File: src/logic/dbe_pkg.sv
// Purpose: Constants and carrier types for the debug exception condition unit.
// Assumes: Four breakpoint address registers, 32-bit linear addresses.
// Notes:   Field positions follow the debug control and status register layout.
//
// Overview of operation
// - Every debug condition leaves through one exception on vector 1.
// - Instruction breakpoint and register guard are faults; everything else traps.
// - One exception may carry a fault and a trap with both flag sets.
// - Fetch address equal to a breakpoint with condition 0 reports instruction breakpoint.
// - Instruction breakpoint fault is raised before the instruction may commit.
// - Instruction breakpoint outranks every other exception of that instruction.
// - Data write matching condition 1 breakpoint traps and sets its hit flag.
// - Port read or write matching condition 2 breakpoint traps and sets hit flag.
// - Data read or write matching condition 3 breakpoint traps and sets hit flag.
// - Data and port breakpoint traps are raised only after the instruction retires.
// - Set resume flag hides instruction breakpoint matches.
// - Entry to other fault handlers sets resume flag in the saved image.
// - Entry to trap, hardware or software interrupt handlers leaves it clear.
// - Doubleword return and task switch load resume flag; pops and word return don't.
// - Resume flag hides only instruction breakpoints, nothing else.
// - Retirement clears resume flag except doubleword return or task-switching branch.
// - Exact-match enable flags play no part in data breakpoint matching.
// - Repeated moves and stores may report a data hit one iteration late.
// - Repeated port strings trap after the iteration touching the breakpoint.
// - With register guard on, debug register access faults and sets access flag.
// - Guarded debug register access leaves the register unchanged.
// - Debug handler entry clears the register guard enable.
// - Data match when any accessed byte is in the aligned 1, 2 or 4 byte range.
// - Task switch into a task with trap bit set traps with task-switch flag.
`default_nettype none

package dbe_pkg;

	// =====================================================================
	// Sizes and vector
	localparam int        BP_COUNT       = 4;
	localparam logic[7:0] DBG_VECTOR     = 8'h01;

	// =====================================================================
	// Debug control register fields
	localparam int        CTL_GD_BIT     = 13;
	localparam int        CTL_COND_LSB   = 16;
	localparam int        CTL_LEN_LSB    = 18;
	localparam int        CTL_STRIDE     = 4;
	localparam logic[31:0] CTL_RESET     = 32'h0000_0000;

	// Break condition codes
	localparam logic[1:0] COND_EXEC      = 2'h0;
	localparam logic[1:0] COND_WRITE     = 2'h1;
	localparam logic[1:0] COND_IO        = 2'h2;
	localparam logic[1:0] COND_RDWR      = 2'h3;

	// Break length codes
	localparam logic[1:0] LEN_ONE        = 2'h0;
	localparam logic[1:0] LEN_TWO        = 2'h1;

	// =====================================================================
	// Debug status register fields
	localparam int        STS_BD_BIT     = 13;
	localparam int        STS_BS_BIT     = 14;
	localparam int        STS_BT_BIT     = 15;
	localparam logic[31:0] STS_RESET     = 32'h0000_0000;
	localparam logic[31:0] STS_WR_MASK   = 32'h0000_E00F;

	// =====================================================================
	// Debug register indexes
	localparam logic[2:0] IDX_STATUS     = 3'h6;
	localparam logic[2:0] IDX_CONTROL    = 3'h7;

	// =====================================================================
	// Enumerations
	typedef enum logic [2:0] {
		RK_PLAIN     = 3'h0,
		RK_DOUBLEWORD_INTERRUPT_RETURN     = 3'h1,
		RK_TASK_SW   = 3'h2,
		RK_IRET_WORD = 3'h3,
		RK_FLAGS_POP = 3'h4
	} dbe_retire_kind_type;

	typedef enum logic [1:0] {
		EC_FAULT   = 2'h0,
		EC_TRAP    = 2'h1,
		EC_HW_INT  = 2'h2,
		EC_SW_INT  = 2'h3
	} dbe_entry_class_type;

	// =====================================================================
	// Carriers
	typedef struct packed {
		logic        valid;
		logic [31:0] addr;
	} dbe_insn_type;

	typedef struct packed {
		logic        valid;
		logic [31:0] addr;
		logic [1:0]  size_m1;
		logic        write;
		logic        io;
	} dbe_access_type;

	typedef struct packed {
		logic                valid;
		dbe_retire_kind_type kind;
		logic                rf_image;
		logic                new_task_trap;
		logic                single_step;
	} dbe_retire_type;

	typedef struct packed {
		logic        valid;
		logic        write;
		logic [2:0]  idx;
		logic [31:0] wdata;
	} dbe_dreg_req_type;

	typedef struct packed {
		logic                valid;
		dbe_entry_class_type cls;
	} dbe_entry_type;

	typedef struct packed {
		logic       valid;
		logic [7:0] vector;
		logic       is_fault;
		logic       is_trap;
		logic       saved_rf;
	} dbe_exc_type;

	typedef struct packed {
		dbe_exc_type                   exc;
		logic                          chk_ok;
		logic                          dreg_ack;
		logic [31:0]                   dreg_rdata;
		logic                          entry_rf_valid;
		logic                          entry_rf;
		logic                          rf;
		logic [BP_COUNT-1:0]           pend;
		logic [31:0]                   ctl;
		logic [31:0]                   sts;
		logic [BP_COUNT-1:0][31:0]     bpa;
	} dbe_state_type;

endpackage

`default_nettype wire

File: src/logic/dbe_unit.sv
// Purpose: Detects and classifies debug exception conditions, owns the debug registers.
// Assumes: Stream waits for chk_ok or exception before committing an instruction.
// Notes:   Retirement in a cycle is applied before the fetch check of that cycle.
`timescale 1ns/10ps
`default_nettype none

module dbe_unit (
	input  wire logic                     ref_clk,
	input  wire logic                     rst_b,
	input  wire dbe_pkg::dbe_insn_type     insn,
	input  wire dbe_pkg::dbe_access_type   acc,
	input  wire dbe_pkg::dbe_retire_type   retire,
	input  wire dbe_pkg::dbe_dreg_req_type dreg_req,
	input  wire dbe_pkg::dbe_entry_type    entry,
	output var  dbe_pkg::dbe_exc_type      exc,
	output logic                          chk_ok,
	output logic                          dreg_ack,
	output logic [31:0]                   dreg_rdata,
	output logic                          entry_rf_valid,
	output logic                          entry_rf,
	output logic                          resume_suppress_flag,
	output logic [31:0]                   debug_control_reg,
	output logic [31:0]                   debug_status_reg
);

	dbe_pkg::dbe_state_type q;
	dbe_pkg::dbe_state_type n;

	logic [dbe_pkg::BP_COUNT-1:0] ibp_match;
	logic [dbe_pkg::BP_COUNT-1:0] data_hit;

	// =====================================================================
	// Per-breakpoint address match
	genvar gi;
	generate
		for (gi = 0; gi < dbe_pkg::BP_COUNT; gi++) begin : g_bp
			logic        enabled;
			logic [1:0]  cond;
			logic [1:0]  blen;
			logic [31:0] mask;
			logic [31:0] bp_lo;
			logic [31:0] bp_hi;
			logic [31:0] acc_lo;
			logic [32:0] acc_hi;
			logic        overlap;
			logic        kind_ok;

			// Local or global enable; exact-match flags are not looked at
			assign enabled = q.ctl[2*gi] | q.ctl[2*gi+1];
			assign cond    = q.ctl[dbe_pkg::CTL_COND_LSB+dbe_pkg::CTL_STRIDE*gi +: 2];
			assign blen    = q.ctl[dbe_pkg::CTL_LEN_LSB+dbe_pkg::CTL_STRIDE*gi +: 2];

			// Aligned range from the length field
			always_comb begin
				if (blen == dbe_pkg::LEN_ONE) begin
					mask = 32'h0000_0000;
				end else if (blen == dbe_pkg::LEN_TWO) begin
					mask = 32'h0000_0001;
				end else begin
					mask = 32'h0000_0003;
				end
			end
			assign bp_lo   = q.bpa[gi] & ~mask;
			assign bp_hi   = bp_lo | mask;

			// Port addresses are zero extended from 16 bits
			assign acc_lo  = acc.io ? {16'h0000, acc.addr[15:0]} : acc.addr;
			assign acc_hi  = {1'b0, acc_lo} + {31'h0000_0000, acc.size_m1};
			assign overlap = ({1'b0, acc_lo} <= {1'b0, bp_hi}) && ({1'b0, bp_lo} <= acc_hi);

			// Access kind against break condition
			always_comb begin
				unique case (cond)
					dbe_pkg::COND_WRITE: kind_ok = acc.write & ~acc.io;
					dbe_pkg::COND_IO:    kind_ok = acc.io;
					dbe_pkg::COND_RDWR:  kind_ok = ~acc.io;
					default:             kind_ok = 1'b0;
				endcase
			end

			assign data_hit[gi]  = enabled & acc.valid & overlap & kind_ok;
			assign ibp_match[gi] = enabled & insn.valid & (cond == dbe_pkg::COND_EXEC)
			                       & (insn.addr == q.bpa[gi]);
		end
	endgenerate

	// =====================================================================
	// Next-state logic
	always_comb begin
		logic [dbe_pkg::BP_COUNT-1:0] trap_bits;
		logic                         ss_hit;
		logic                         ts_hit;
		logic                         ibp_fault;
		logic                         gd_fault;
		logic                         trap_any;
		logic [dbe_pkg::BP_COUNT-1:0] ibp_hits;

		trap_bits = '0;
		ss_hit    = 1'b0;
		ts_hit    = 1'b0;
		ibp_fault = 1'b0;
		gd_fault  = 1'b0;
		trap_any  = 1'b0;
		ibp_hits  = '0;

		n                = q;
		n.exc            = '0;
		n.chk_ok         = 1'b0;
		n.dreg_ack       = 1'b0;
		n.entry_rf_valid = 1'b0;

		// Data and port hits wait for the instruction to retire
		n.pend = q.pend | data_hit;

		// Retirement: report pending traps, manage the resume flag
		if (retire.valid) begin
			trap_bits = n.pend;
			ss_hit    = retire.single_step;
			ts_hit    = (retire.kind == dbe_pkg::RK_TASK_SW) & retire.new_task_trap;
			trap_any  = (|trap_bits) | ss_hit | ts_hit;
			n.pend    = '0;
			if (retire.kind == dbe_pkg::RK_DOUBLEWORD_INTERRUPT_RETURN || retire.kind == dbe_pkg::RK_TASK_SW) begin
				n.rf = retire.rf_image;
			end else begin
				n.rf = 1'b0;
			end
		end

		// Fetch check; resume flag hides only this kind of match
		if (insn.valid) begin
			ibp_hits  = n.rf ? '0 : ibp_match;
			ibp_fault = |ibp_hits;
			n.chk_ok  = ~ibp_fault;
		end

		// Debug register access, blocked by a breakpoint on the same instruction
		if (dreg_req.valid && !ibp_fault) begin
			if (q.ctl[dbe_pkg::CTL_GD_BIT]) begin
				gd_fault = 1'b1;
			end else begin
				n.dreg_ack = 1'b1;
				if (dreg_req.write) begin
					if (dreg_req.idx == dbe_pkg::IDX_STATUS) begin
						n.sts = dreg_req.wdata & dbe_pkg::STS_WR_MASK;
					end else if (dreg_req.idx == dbe_pkg::IDX_CONTROL) begin
						n.ctl = dreg_req.wdata;
					end else if (dreg_req.idx[2] == 1'b0) begin
						n.bpa[dreg_req.idx[1:0]] = dreg_req.wdata;
					end
				end else begin
					if (dreg_req.idx == dbe_pkg::IDX_STATUS) begin
						n.dreg_rdata = q.sts;
					end else if (dreg_req.idx == dbe_pkg::IDX_CONTROL) begin
						n.dreg_rdata = q.ctl;
					end else if (dreg_req.idx[2] == 1'b0) begin
						n.dreg_rdata = q.bpa[dreg_req.idx[1:0]];
					end else begin
						n.dreg_rdata = 32'h0000_0000;
					end
				end
			end
		end

		// Guarded access also holds back the instruction
		if (gd_fault) begin
			n.chk_ok = 1'b0;
		end

		// Status flags: hardware sets win over a software write
		n.sts[dbe_pkg::BP_COUNT-1:0] = n.sts[dbe_pkg::BP_COUNT-1:0] | trap_bits | ibp_hits;
		if (gd_fault) begin
			n.sts[dbe_pkg::STS_BD_BIT] = 1'b1;
		end
		if (ss_hit) begin
			n.sts[dbe_pkg::STS_BS_BIT] = 1'b1;
		end
		if (ts_hit) begin
			n.sts[dbe_pkg::STS_BT_BIT] = 1'b1;
		end

		// One exception on the debug vector, fault and trap together
		if (ibp_fault || gd_fault || trap_any) begin
			n.exc.valid    = 1'b1;
			n.exc.vector   = dbe_pkg::DBG_VECTOR;
			n.exc.is_fault = ibp_fault | gd_fault;
			n.exc.is_trap  = trap_any;
			n.exc.saved_rf = gd_fault & ~ibp_fault;
			n.ctl[dbe_pkg::CTL_GD_BIT] = 1'b0;
		end

		// Saved resume flag image for handlers entered from elsewhere
		if (entry.valid) begin
			n.entry_rf_valid = 1'b1;
			n.entry_rf       = (entry.cls == dbe_pkg::EC_FAULT);
		end
	end

	// =====================================================================
	// State register
	always_ff @(posedge ref_clk or negedge rst_b) begin
		if (!rst_b) begin
			q     <= '0;
			q.ctl <= dbe_pkg::CTL_RESET;
			q.sts <= dbe_pkg::STS_RESET;
		end else begin
			q <= n;
		end
	end

	// =====================================================================
	// Outputs straight from the state register
	assign exc                  = q.exc;
	assign chk_ok               = q.chk_ok;
	assign dreg_ack             = q.dreg_ack;
	assign dreg_rdata           = q.dreg_rdata;
	assign entry_rf_valid       = q.entry_rf_valid;
	assign entry_rf             = q.entry_rf;
	assign resume_suppress_flag = q.rf;
	assign debug_control_reg    = q.ctl;
	assign debug_status_reg     = q.sts;

endmodule

`default_nettype wire

File: config.mk
export PLATFORM = sky130hd
export DESIGN_NAME = dbe_unit
export DESIGN_NICKNAME = d
export VERILOG_FILES = /design/src/logic/dbe_pkg.sv /design/src/logic/dbe_unit.sv
export SDC_FILE = /design/constraint.sdc
export NUM_CORES = 1
export LEC_CHECK = 0
export ABC_AREA = 1
export BUFFER_PORTS_ARGS = -buffer_cell sky130_fd_sc_hd__buf_2
export CELL_PAD_IN_SITES_DETAIL_PLACEMENT = 0
export CELL_PAD_IN_SITES_GLOBAL_PLACEMENT = 2
export CORE_ASPECT_RATIO = 1.75
export CORE_MARGIN = 2
export CORE_UTILIZATION = 34
export DETAILED_ROUTE_END_ITERATION = 7
export GPL_TIMING_DRIVEN = 0
export PLACE_DENSITY_LB_ADDON = 0.1
export SYNTH_ARGS = -nofsm -noshare
export SYNTH_HDL_FRONTEND = slang
export SYNTH_SLANG_ARGS = --single-unit
File: constraint.sdc
create_clock -name ref_clk -period 3.1 [get_ports ref_clk]
set_clock_uncertainty 0.2 [all_clocks]
set_input_delay 0.155 -clock ref_clk [delete_from_list [all_inputs] [get_ports ref_clk]]
set_output_delay 0.155 -clock ref_clk [all_outputs]
set_load 0.02 [all_outputs]
# After elaboration in Yosys (flattened, before gate mapping)
# Cells that the tools add are included.
[word_totals] ff_bits=220 out_inout_bits=113 input_bits=119 word_cells=206
[op_classes] n_eq_ne=27 n_addsub=1 n_reduce_logical=37 magnitude_cmp=10 bitwise=57 n_mux=52
[op_table] cell="$mux W174" n=3
[op_table] cell="$mux W128" n=3
[op_table] cell="$mux W32" n=8
[op_table] cell="$le A32 B33 Y1" n=4
[op_table] cell="$and A32 B32 Y32" n=4
[op_table] cell="$bwmux W128" n=1
[op_table] cell="$eq A32 B32 Y1" n=4
[op_table] cell="$le A32 B32 Y1" n=4
[op_table] cell="$not A32 Y32" n=4
[op_table] cell="$or A32 B32 Y32" n=4
[op_table] cell="$mux W33" n=2
[op_table] cell="$bmux W32 S2" n=1
[op_table] cell="$demux W32 S2" n=1
[op_table] cell="$add A32 B2 Y33" n=1
[op_table] cell="$mux W14" n=2
[op_table] cell="$and A1 B1 Y1" n=27
[op_table] cell="$reduce_bool A2 Y1" n=10
[op_table] cell="$logic_not A2 Y1" n=9
[op_table] cell="$eq A2 B1 Y1 const B" n=8
[op_table] cell="$eq A2 B2 Y1 const B" n=8
[op_table] cell="$mux W16" n=1
[op_table] cell="$mux W2" n=8
[op_table] cell="$mux W1" n=13
[op_table] cell="$mux W12" n=1
[op_table] cell="20 further kinds" n=53

# Logic depth before layout (Yosys ltp)
# Gate-level depths: netlist of run 1.
[logic_depth] depth_word=21 mapped_depth=29 ltp_nobuf=29

# Worst setup path before layout of run 1
# No wires, ideal clock.
[synth_timing] path_kind="in2reg" startpoint="in acc[2] in the netlist's numbering" endpoint="reg q (netlist bit debug_control_reg[13])" t_required_ns=2.786 path_buffers=0 setup_time_ns=0.114 arrival_time_ns=3.426 stages=25 slack_ns=-0.641 cell_sequence="ha_1 inv_1 fa_1 nor3_2 nand2_1 nor2_1 nand2_1 or3_1 nand3b_1 nor4_1 xnor2_1 ha_1 nand2_1 nor2_1 nand4_1 nor4_1 nand3_1 nand2_1 nand2_1 nand2_1 nor2_1 nand2_1 nand2_1 nand2_1 nor2_1"
[synth_via] elab_chain_cells=12 word_cells_on_any_way=25 cone_classes="add/sub (1); order compare (4); mux (2); bitwise (11); reduce/logical (7)"
[synth_lines] item="from (decl)" line="dbe_unit.sv:11" text="input wire dbe_pkg::dbe_access_type acc,"
[synth_lines] item="$add A32 B2 Y33 (*)" line="dbe_unit.sv:68" text="assign acc_hi = {1'b0, acc_lo} + {31'h0000_0000, acc.size_m1};"
[synth_lines] item="$le A32 B33 Y1" line="dbe_unit.sv:69" text="assign overlap = ({1'b0, acc_lo} <= {1'b0, bp_hi}) && ({1'b0, bp_lo} <= acc_hi);"
[synth_lines] item="$logic_and A1 B1 Y1" line="dbe_unit.sv:69"
[synth_lines] item="$and A1 B1 Y1 (2 in a row)" line="dbe_unit.sv:81" text="assign data_hit[gi] = enabled & acc.valid & overlap & kind_ok;"
[synth_lines] item="$or A4 B4 Y4 (*)" line="dbe_unit.sv:113" text="n.pend = q.pend | data_hit;"
[synth_lines] item="$reduce_or A4 Y1 (*)" line="dbe_unit.sv:120" text="trap_any = (|trap_bits) | ss_hit | ts_hit;"
[synth_lines] item="$or A1 B1 Y1 (*) (2 in a row)" line="dbe_unit.sv:120"
[synth_lines] item="$mux W1 (*)" line="dbe_unit.sv:116" text="if (retire.valid) begin"
[synth_lines] item="$logic_or A1 B1 Y1 (*)" line="dbe_unit.sv:182" text="if (ibp_fault || gd_fault || trap_any) begin"
[synth_lines] item="$mux W1 / $reduce_bool A2 Y1 (equally long branches)"
[synth_lines] item="to (signal assigned)" line="dbe_unit.sv:206" text="q <= n;"
[synth_lines] item="to (decl)" line="dbe_unit.sv:26" text="dbe_pkg::dbe_state_type q;"
# Mark *: on every way between the ends. The rest lies on a longest branch, timed or not.
# A chain may end at the register's enable or synchronous reset.

# Worst setup path after layout of run 1
[layout_timing] startpoint="in acc[4] in the netlist's numbering" endpoint="reg q (netlist bit debug_control_reg[13])"
[layout_via] elab_chain_cells=13 word_cells_on_any_way=30 cone_classes="add/sub (1); order compare (8); mux (3); bitwise (11); reduce/logical (7)"
[layout_lines] item="$mux W32 (*)" line="dbe_unit.sv:67" text="assign acc_lo = acc.io ? {16'h0000, acc.addr[15:0]} : acc.addr;"
[layout_lines] item="$add A32 B2 Y33" line="dbe_unit.sv:68"
[layout_lines] item="$le A32 B33 Y1" line="dbe_unit.sv:69"
[layout_lines] item="$logic_and A1 B1 Y1" line="dbe_unit.sv:69"
[layout_lines] item="$and A1 B1 Y1 (2 in a row)" line="dbe_unit.sv:81"
[layout_lines] item="$or A4 B4 Y4 (*)" line="dbe_unit.sv:113"
[layout_lines] item="$reduce_or A4 Y1 (*)" line="dbe_unit.sv:120"
[layout_lines] item="$or A1 B1 Y1 (*) (2 in a row)" line="dbe_unit.sv:120"
[layout_lines] item="$mux W1 (*)" line="dbe_unit.sv:116"
[layout_lines] item="$logic_or A1 B1 Y1 (*)" line="dbe_unit.sv:182"
[layout_lines] item="$mux W1 / $reduce_bool A2 Y1 (equally long branches)"
# Marks and branches as above.

==> results.tsv, run 1 <==
metric	value	unit
max_slew headroom	16.1	%
routed vias	20900	
WP buf/inv	5	
Synthesis Warnings	0	
CP arrival	4.56	ns
fmax	231	MHz
failing checks	setup timing	
Tightest Pin Transition	1.25	ns
Tmin final	4.32	ns
1st-iter DRT viols	1745	
EDFF count, synth	0	
R2R depth	15	
initial antenna violation count	1	
Clock transition at path regs	0.07	ns
Synth Area in Simple Gates	22.4	%
Core Footprint	55300	µm²
Seq/Total Area, Yosys	27.9	%
die height	317	µm
Remaining DRCs	0	
CTS Buf Count	23	
worst min path class	input pin to asynchronous set/reset pin	
r2r endpoint	debug_control_reg[13]$_DFFE_PN0P_	
Cells after Synth	2629	
Clock Path Buffers	3	
Final GP Congestion	1.05	
#FFs+latches synth	212	
CTS Root Cell	clkbuf_16	
Crit. Startpoint	acc[4]	
port bufs	196	
CTS tree	done	
vias in the first global route	20100	
CP max stage cell	or3_4	
1st-pass router iterations	5	
insertion delay to the later sink of the worst-skew pair	0.57	ns
syn_area_per_cell	7.24	µm²
global-route wire length before repair	151	mm
peak supply drop	0.531	mV
via/cell ratio	5.61	
combinational family with the most area after synthesis	simple AND/OR/NAND/NOR gates	
chip width	183	µm
share of cells above drive strength 1	26.6	%
post-synthesis cell type count	56	
FF-to-FF setup slack	-0.84	ns
Crit Path Category	input pin to flip-flop	
cell leakage power	0.0129	µW
ys flop type	dfrtp_1	
drt total wl	116	mm
Critical Path Fanout Max	4	
crit start category	input pin	
FFs w/ async S/R, synth	100	%
Cell Area, Synth	19000	µm²
top cell family by delay on the critical path	simple AND/OR/NAND/NOR gates	
CTS Sinks	212	
I/O pin count	232	
mux share of post-synthesis cell area	0.0591	%
total die area	58000	µm²
Fill cells	5736	
Final #Nets	3395	
max-cap viol count	0	
row count	114	
Routed Antenna Nets	0	
grt ovf	0	
initial core utilization	34.4	%
Adder-Cell Fraction of Synth Area	17.1	%
Sequential Area	5350	µm²
# setup viols final	126	
fin. max-slew vios	0	
hpwl dp	92.6	mm
pre-CTS worst setup slack	-3.14	ns
worst setup margin	-1.22	ns
RSZ-0062 raised after global routing	true	
complex-gate fraction of the synthesized area	16.3	%
most common cell after layout, fill and taps aside	nand2_1	
area of the multi-input gates	12500	µm²
final hold vios	0	
Design Power	14000	µW
H-tree level count	1	
largest stage delay on the critical path	0.39	ns
Antenna Cells	0	
commonest non-fill, non-tap cells in the layout	547 x nand2_1, 357 x inv_1, 254 x ha_1	
status	finished with violations	
Final Cycle Share	139	%
largest net degree at the start of global routing	117	
Area growth syn-to-layout	32.8	%
CP endpoint kind	flip-flop	
GR Util All Layers	37.7	%
Req. time, crit path	3.34	ns
Pwr per Cell Area	553	nW/µm²
Post-Synth XOR/XNOR Area	2.48	%
drt wl/cell	31.1	µm
-- timing repair --
action | in CTS | in global routing
buffers inserted | 29 | 32
setup endpoints to repair | 209 | 201
gates resized for setup | 141 | 344
hold buffers | 45 | 1
gates cloned | 0 | 29
pin swaps | 27 | 44
endpoints found under the hold margin | 270 | 1
-- stage by stage --
step / TNS, ns / hold slack (ns) / util [%] / cells / instance area [µm²]
floorplan: -2.17 / -0.341 / - / 2660 / 19200
global placement: -636.31 / 0.0808 / 38.0 / 3552 / 21000
detailed placement: -184.46 / 0.0549 / 38.1 / 3554 / 21100
CTS: -11.11 / 0.00359 / 41.8 / 3668 / 23100
global route: -19.93 / 0.0267 / 45.7 / 3728 / 25300
finish: -21.79 / 0.0139 / 45.7 / 3728 / 25300
-- worst max-delay path by stage --
stage | endpoint | slack (ns) | cells past startpoint
after global placement | debug_control_reg[13]$_DFFE_PN0P_ | -3.78 | 24
final | debug_control_reg[13]$_DFFE_PN0P_ | -1.22 | 29
after detailed placement | debug_control_reg[13]$_DFFE_PN0P_ | -3.14 | 27
after CTS | debug_control_reg[13]$_DFFE_PN0P_ | -1.23 | 28
after floorplan | debug_control_reg[13]$_DFFE_PN0P_ | -0.38 | 25
after global routing | debug_control_reg[13]$_DFFE_PN0P_ | -1.23 | 29
-- routing by layer --
| layer | vias to the layer above | part of all wire [%] | global-route usage [%] |
|---|---|---|---|
| li1 | 9406 | - | - |
| met1 | 10100 | 33 | 38.4 |
| met2 | 1009 | 49 | 67.6 |
| met3 | 386 | 5.8 | 4.40 |
| met4 | 2 | 11 | 33.5 |
| met5 | - | 0.012 | 0 |
-- synthesized netlist by cell type (14+ instances only) --
cell type	n	area, µm²
nor3_1	31	155
a21oi_1	129	646
inv_1	363	1360
o21ai_0	156	781
ha_1	258	3230
buf_6	19	214
dfrtp_1	212	5310
buf_4	111	833
xor2_1	40	350
nor2_1	175	657
xnor2_1	14	123
o21ai_1	74	370
o2111ai_1	27	236
o21ai_2	28	245
clkbuf_1	20	75.1
nand3_1	67	335
o22ai_1	83	519
nand4_1	52	325
nand2_1	660	2480
-- final cells by class --
| class | count | area share (%) |
|---|---|---|
| Buffer | 167 | 6.09 |
| Timing Repair Buffer | 331 | 11.4 |
| Tap cell | 696 | 3.44 |
| Sequential cell | 212 | 21.2 |
| Multi-Input combinational cell | 1906 | 49.4 |
| Clock inverter | 9 | 0.346 |
| Inverter | 376 | 5.62 |
| Clock buffer | 31 | 2.55 |
-- cell families after synthesis --
kind of cell / Yosys count
other: 1
adders and majority gates: 259
buffers and inverters: 543
xor gates and xnor gates: 54
muxes: 1
AOI/OAI and AO/OA: 536
and+or+nand+nor: 1023
DFF: 212
-- report_power, final --
| group | leakage, µW | switching [µW] | internal, µW |
|---|---|---|---|
| Sequential | 0.00263 | 1310 | 3350 |
| Clock | 0.000366 | 1310 | 1550 |
| Combinational | 0.00989 | 4070 | 2390 |
| Total | 0.0129 | 6680 | 7300 |
(Power assumes the default switching activity.)
==> inputs of run 2 (changes only) <==
- CELL_PAD_IN_SITES_DETAIL_PLACEMENT: 0 -> unset
- CELL_PAD_IN_SITES_GLOBAL_PLACEMENT: 2 -> unset
- CORE_UTILIZATION: 34 -> 60
- PLACE_DENSITY: unset -> 0.82
- PLACE_DENSITY_LB_ADDON: 0.1 -> unset
==> run 2 against run 1 <==
Synthesized cell count stayed put. Area after synthesis did not move. The run now fails in 5_1_grt.
==> results.tsv, run 2 <==
metric	value	unit	change
largest area contributor in the netlist	dfrtp_1		unchanged
Fail Step	5_1_grt		
Synth top cells by count	660 x nand2_1, 363 x inv_1, 258 x ha_1, 212 x dfrtp_1, 175 x nor2_1		unchanged
CTS Root Cell	clkbuf_16		unchanged
Cells after Synth	2629		unchanged
port bufs	196		unchanged
ys flop type	dfrtp_1		unchanged
largest net degree at the start of global routing	116		
CTS Buf Count	21		was 23
pre-CTS worst setup slack	-2.34	ns	was -3.14 ns
top cell type's share of synthesized area	27.9	%	unchanged
hpwl dp	74.6	mm	was 92.6 mm
cell with the most instances after synthesis	nand2_1		unchanged
status	stopped before the end		was finished with violations
H-tree level count	1		unchanged
synth top area cells	dfrtp_1 28%, ha_1 17%, nand2_1 13%		unchanged
Clock Path Buffers	3		unchanged
syn_area_per_cell	7.24	µm²	unchanged
Seq/Total Area, Yosys	27.9	%	unchanged
tool error	[ERROR GRT-0232] Routing congestion too high. Check the congestion heatmap in the GUI.		
chip width	139	µm	was 183 µm
post-synthesis cell type count	56		unchanged
initial core utilization	60.6	%	was 34.4%
#FFs+latches synth	212		unchanged
row count	86		was 114
Synthesis Warnings	0		unchanged
I/O pin count	232		unchanged
Cell Area, Synth	19000	µm²	unchanged
Placed Area	20700	µm²	was 21100 µm²
EDFF count, synth	0		unchanged
GR Util All Layers	69.9	%	
Final GP Congestion	1.26		was 1.05
die height	240	µm	was 317 µm
grt ovf	20		
FFs w/ async S/R, synth	100	%	unchanged
CTS Sinks	212		unchanged
## run 2: cell families after synthesis
family	Yosys count	share of synthesized area, %
and+or+nand+nor	1023	22.4
adders and majority gates	259	17.1
muxes	1	0.0591
other	1	0.0197
DFF	212	27.9
xor gates and xnor gates	54	2.48
buffers and inverters	543	13.8
AOI/OAI and AO/OA	536	16.3
## run 2: stage by stage
stage | instances | setup TNS, ns | util (%) | hold WS, ns
after floorplan | 2660 | -2.17 | - | -0.341
after global placement | 3252 | -466.12 | 65.8 | 0.0945
after detailed placement | 3253 | -93.52 | 65.9 | 0.0307
after CTS | 3358 | -9.34 | 71.5 | 0.00801
## run 2: routing by layer
| metal | overflow | track usage [%] |
|---|---|---|
| met1 | 0 | 67.5 |
| met2 | 8 | 93.0 |
| met3 | 0 | 45.7 |
| met4 | 12 | 78.0 |
| met5 | 0 | 7.52 |
## run 2: timing repair
action                                  4_1_cts
hold buffers                                 48
endpoints found under the hold margin       278
buffers inserted                             22
pin swaps                                    35
gates resized for setup                      91
endpoints found under the setup margin      203
==> inputs of run 3 (changes only) <==
- CORE_ASPECT_RATIO: 1.75 -> unset
- CORE_UTILIZATION: 60 -> 40
- PLACE_DENSITY: 0.82 -> unset
- PLACE_DENSITY_LB_ADDON: unset -> 0.15
==> run 3 against run 2 <==
The flow now finishes, with violations (setup timing).
==> results.tsv, run 3 (same netlist as run 1, synthesis figures left out) <==
metric	value	unit	change
status	finished with violations		was stopped before the end
failing checks	setup timing		
row count	79		was 86
1st-iter DRT viols	2198		
Non-Filler Instances	3617		
# setup viols final	31		
global-route met3 utilization	7.05	%	
Fill cells	4665		
cell leakage power	0.0122	µW	
Critical Path Fanout Max	4		
Tmin final	4.00	ns	
initial antenna violation count	5		
max_slew headroom	29.2	%	
RSZ-0062 raised after global routing	true		
pre-CTS worst setup slack	-3.03	ns	was -2.34 ns
r2r endpoint	exc[1]$_DFF_PN0_		
vias in the first global route	19300		
drt wl/cell	28.3	µm	
CP endpoint kind	flip-flop		
M1 GR Usage	52.5	%	
die height	222	µm	was 240 µm
CTS Root Cell	clkbuf_16		unchanged
via/cell ratio	5.67		
1st-pass router iterations	6		
global-route wire length before repair	141	mm	
Routed Antenna Nets	0		
CTS tree	done		
Final #Nets	3368		
Tightest Pin Transition	1.05	ns	
Final TNS setup	-7.59	ns	
fin. max-slew vios	0		
commonest non-fill, non-tap cells in the layout	624 x nand2_1, 350 x inv_1, 253 x ha_1		
CP arrival	4.31	ns	
most common cell after layout, fill and taps aside	nand2_1		
busiest layer in global routing	met2		
max-cap viol count	0		
Clock Path Buffers	3		unchanged
hpwl dp	84.3	mm	was 74.6 mm
FF-to-FF setup slack	-0.41	ns	
Core Footprint	46800	µm²	
routed vias	20500		
crit start category	input pin		
GR Util All Layers	40.4	%	
largest net degree at the start of global routing	112		
initial core utilization	40.7	%	was 60.6%
CTS Sinks	212		unchanged
Final Cycle Share	129	%	
Final GP Congestion	1.07		was 1.26
drt total wl	102	mm	
Crit Path Category	input pin to flip-flop		
Area growth syn-to-layout	25.2	%	
GR Layer Usage met2	64.1	%	
peak supply drop	0.476	mV	
Remaining DRCs	0		
final core utilization	51.0	%	
total die area	49400	µm²	
grt ovf	0		
worst min path class	input pin to asynchronous set/reset pin		
share of cells above drive strength 1	22.3	%	
placed cell count	3465		was 3253
chip width	222	µm	was 139 µm
worst setup margin	-0.903	ns	
Clock transition at path regs	0.06	ns	
Min Hold Slack	0.00477	ns	
insertion delay to the later sink of the worst-skew pair	0.59	ns	
port bufs	196		unchanged
Req. time, crit path	3.41	ns	
fmax	250	MHz	
CTS Buf Count	25		was 21
I/O pin count	232		unchanged
Pwr per Cell Area	591	nW/µm²	
H-tree level count	1		unchanged
final hold vios	0		
R2R depth	15		
[run 3: metal layers]
metal	share of wire (%)	routed length, µm
met5	0.013	13
met4	7.1	7270
met3	8.9	9120
met2	44	44800
met1	40	41100
[run 3: timing repair]
| item | 4_1_cts | 5_1_grt |
|---|---|---|
| setup endpoints to repair | 204 | 193 |
| setup buffers | 32 | 25 |
| hold buffers | 47 | 1 |
| resized for setup | 142 | 111 |
| pin swaps | 46 | 68 |
| gates cloned | 0 | 1 |
| endpoints found under the hold margin | 283 | 1 |
[run 3: worst max path at each step]
stage | slack (ns) | from | endpoint | cells past startpoint
CTS | -1.07 | acc[4] | debug_control_reg[13]$_DFFE_PN0P_ | 26
global route | -0.94 | acc[2] | exc[1]$_DFF_PN0_ | 29
floorplan | -0.38 | acc[2] | debug_control_reg[13]$_DFFE_PN0P_ | 25
detailed placement | -3.03 | acc[5] | debug_control_reg[13]$_DFFE_PN0P_ | 26
finish | -0.90 | acc[2] | exc[1]$_DFF_PN0_ | 27
global placement | -3.27 | acc[5] | debug_control_reg[13]$_DFFE_PN0P_ | 25
[run 3: per-stage QoR]
step                      power (µW)  area (µm²)
after global routing           14800       23800
after global placement          9960       20900
final                          14100       23800
after floorplan                 7490       19200
after detailed placement       10100       21000
after CTS                      13600       23200
[run 3: worst max-delay path: stages]
cell,delay (ns)
buf_8,0.08
ha_4,0.12
inv_2,0.03
fa_2,0.37
nor3_4,0.18
nand2_1,0.09
nor2_2,0.12
nand2_2,0.13
or3_4,0.41
xor2_2,0.27
ha_1,0.30
a21oi_1,0.13
o21ai_0,0.20
nor2_1,0.58
nand3_1,0.18
nand2_2,0.10
nand2_1,0.04
nand2_1,0.08
nand2_2,0.07
nand2_4,0.12
nand2_4,0.10
nand3_2,0.08
nor2_2,0.04
nand2_2,0.09
nand2_2,0.07
buf_4,0.13
inv_2,0.03
[run 3: final cells by class]
type                       instances  area (µm²)  share of cell area, %
clock buffer                      34         709                   2.98
multi-input combinational       1905       12000                   50.5
clock inverter                    11         179                  0.751
tap                              607         759                   3.19
buffer                           167        1310                   5.48
timing repair buffer             303        2080                   8.73
inverter                         376        1420                   5.95
sequential                       212        5350                   22.4
antenna                            2        5.00                 0.0210
[run 3: report_power, final]
group	total (µW)	switching, µW	leakage (µW)	internal [µW]
Sequential	4510	1160	0.00264	3350
Combinational	6280	3980	0.00917	2290
Clock	3300	1350	0.000432	1950
Total	14100	6500	0.0122	7590
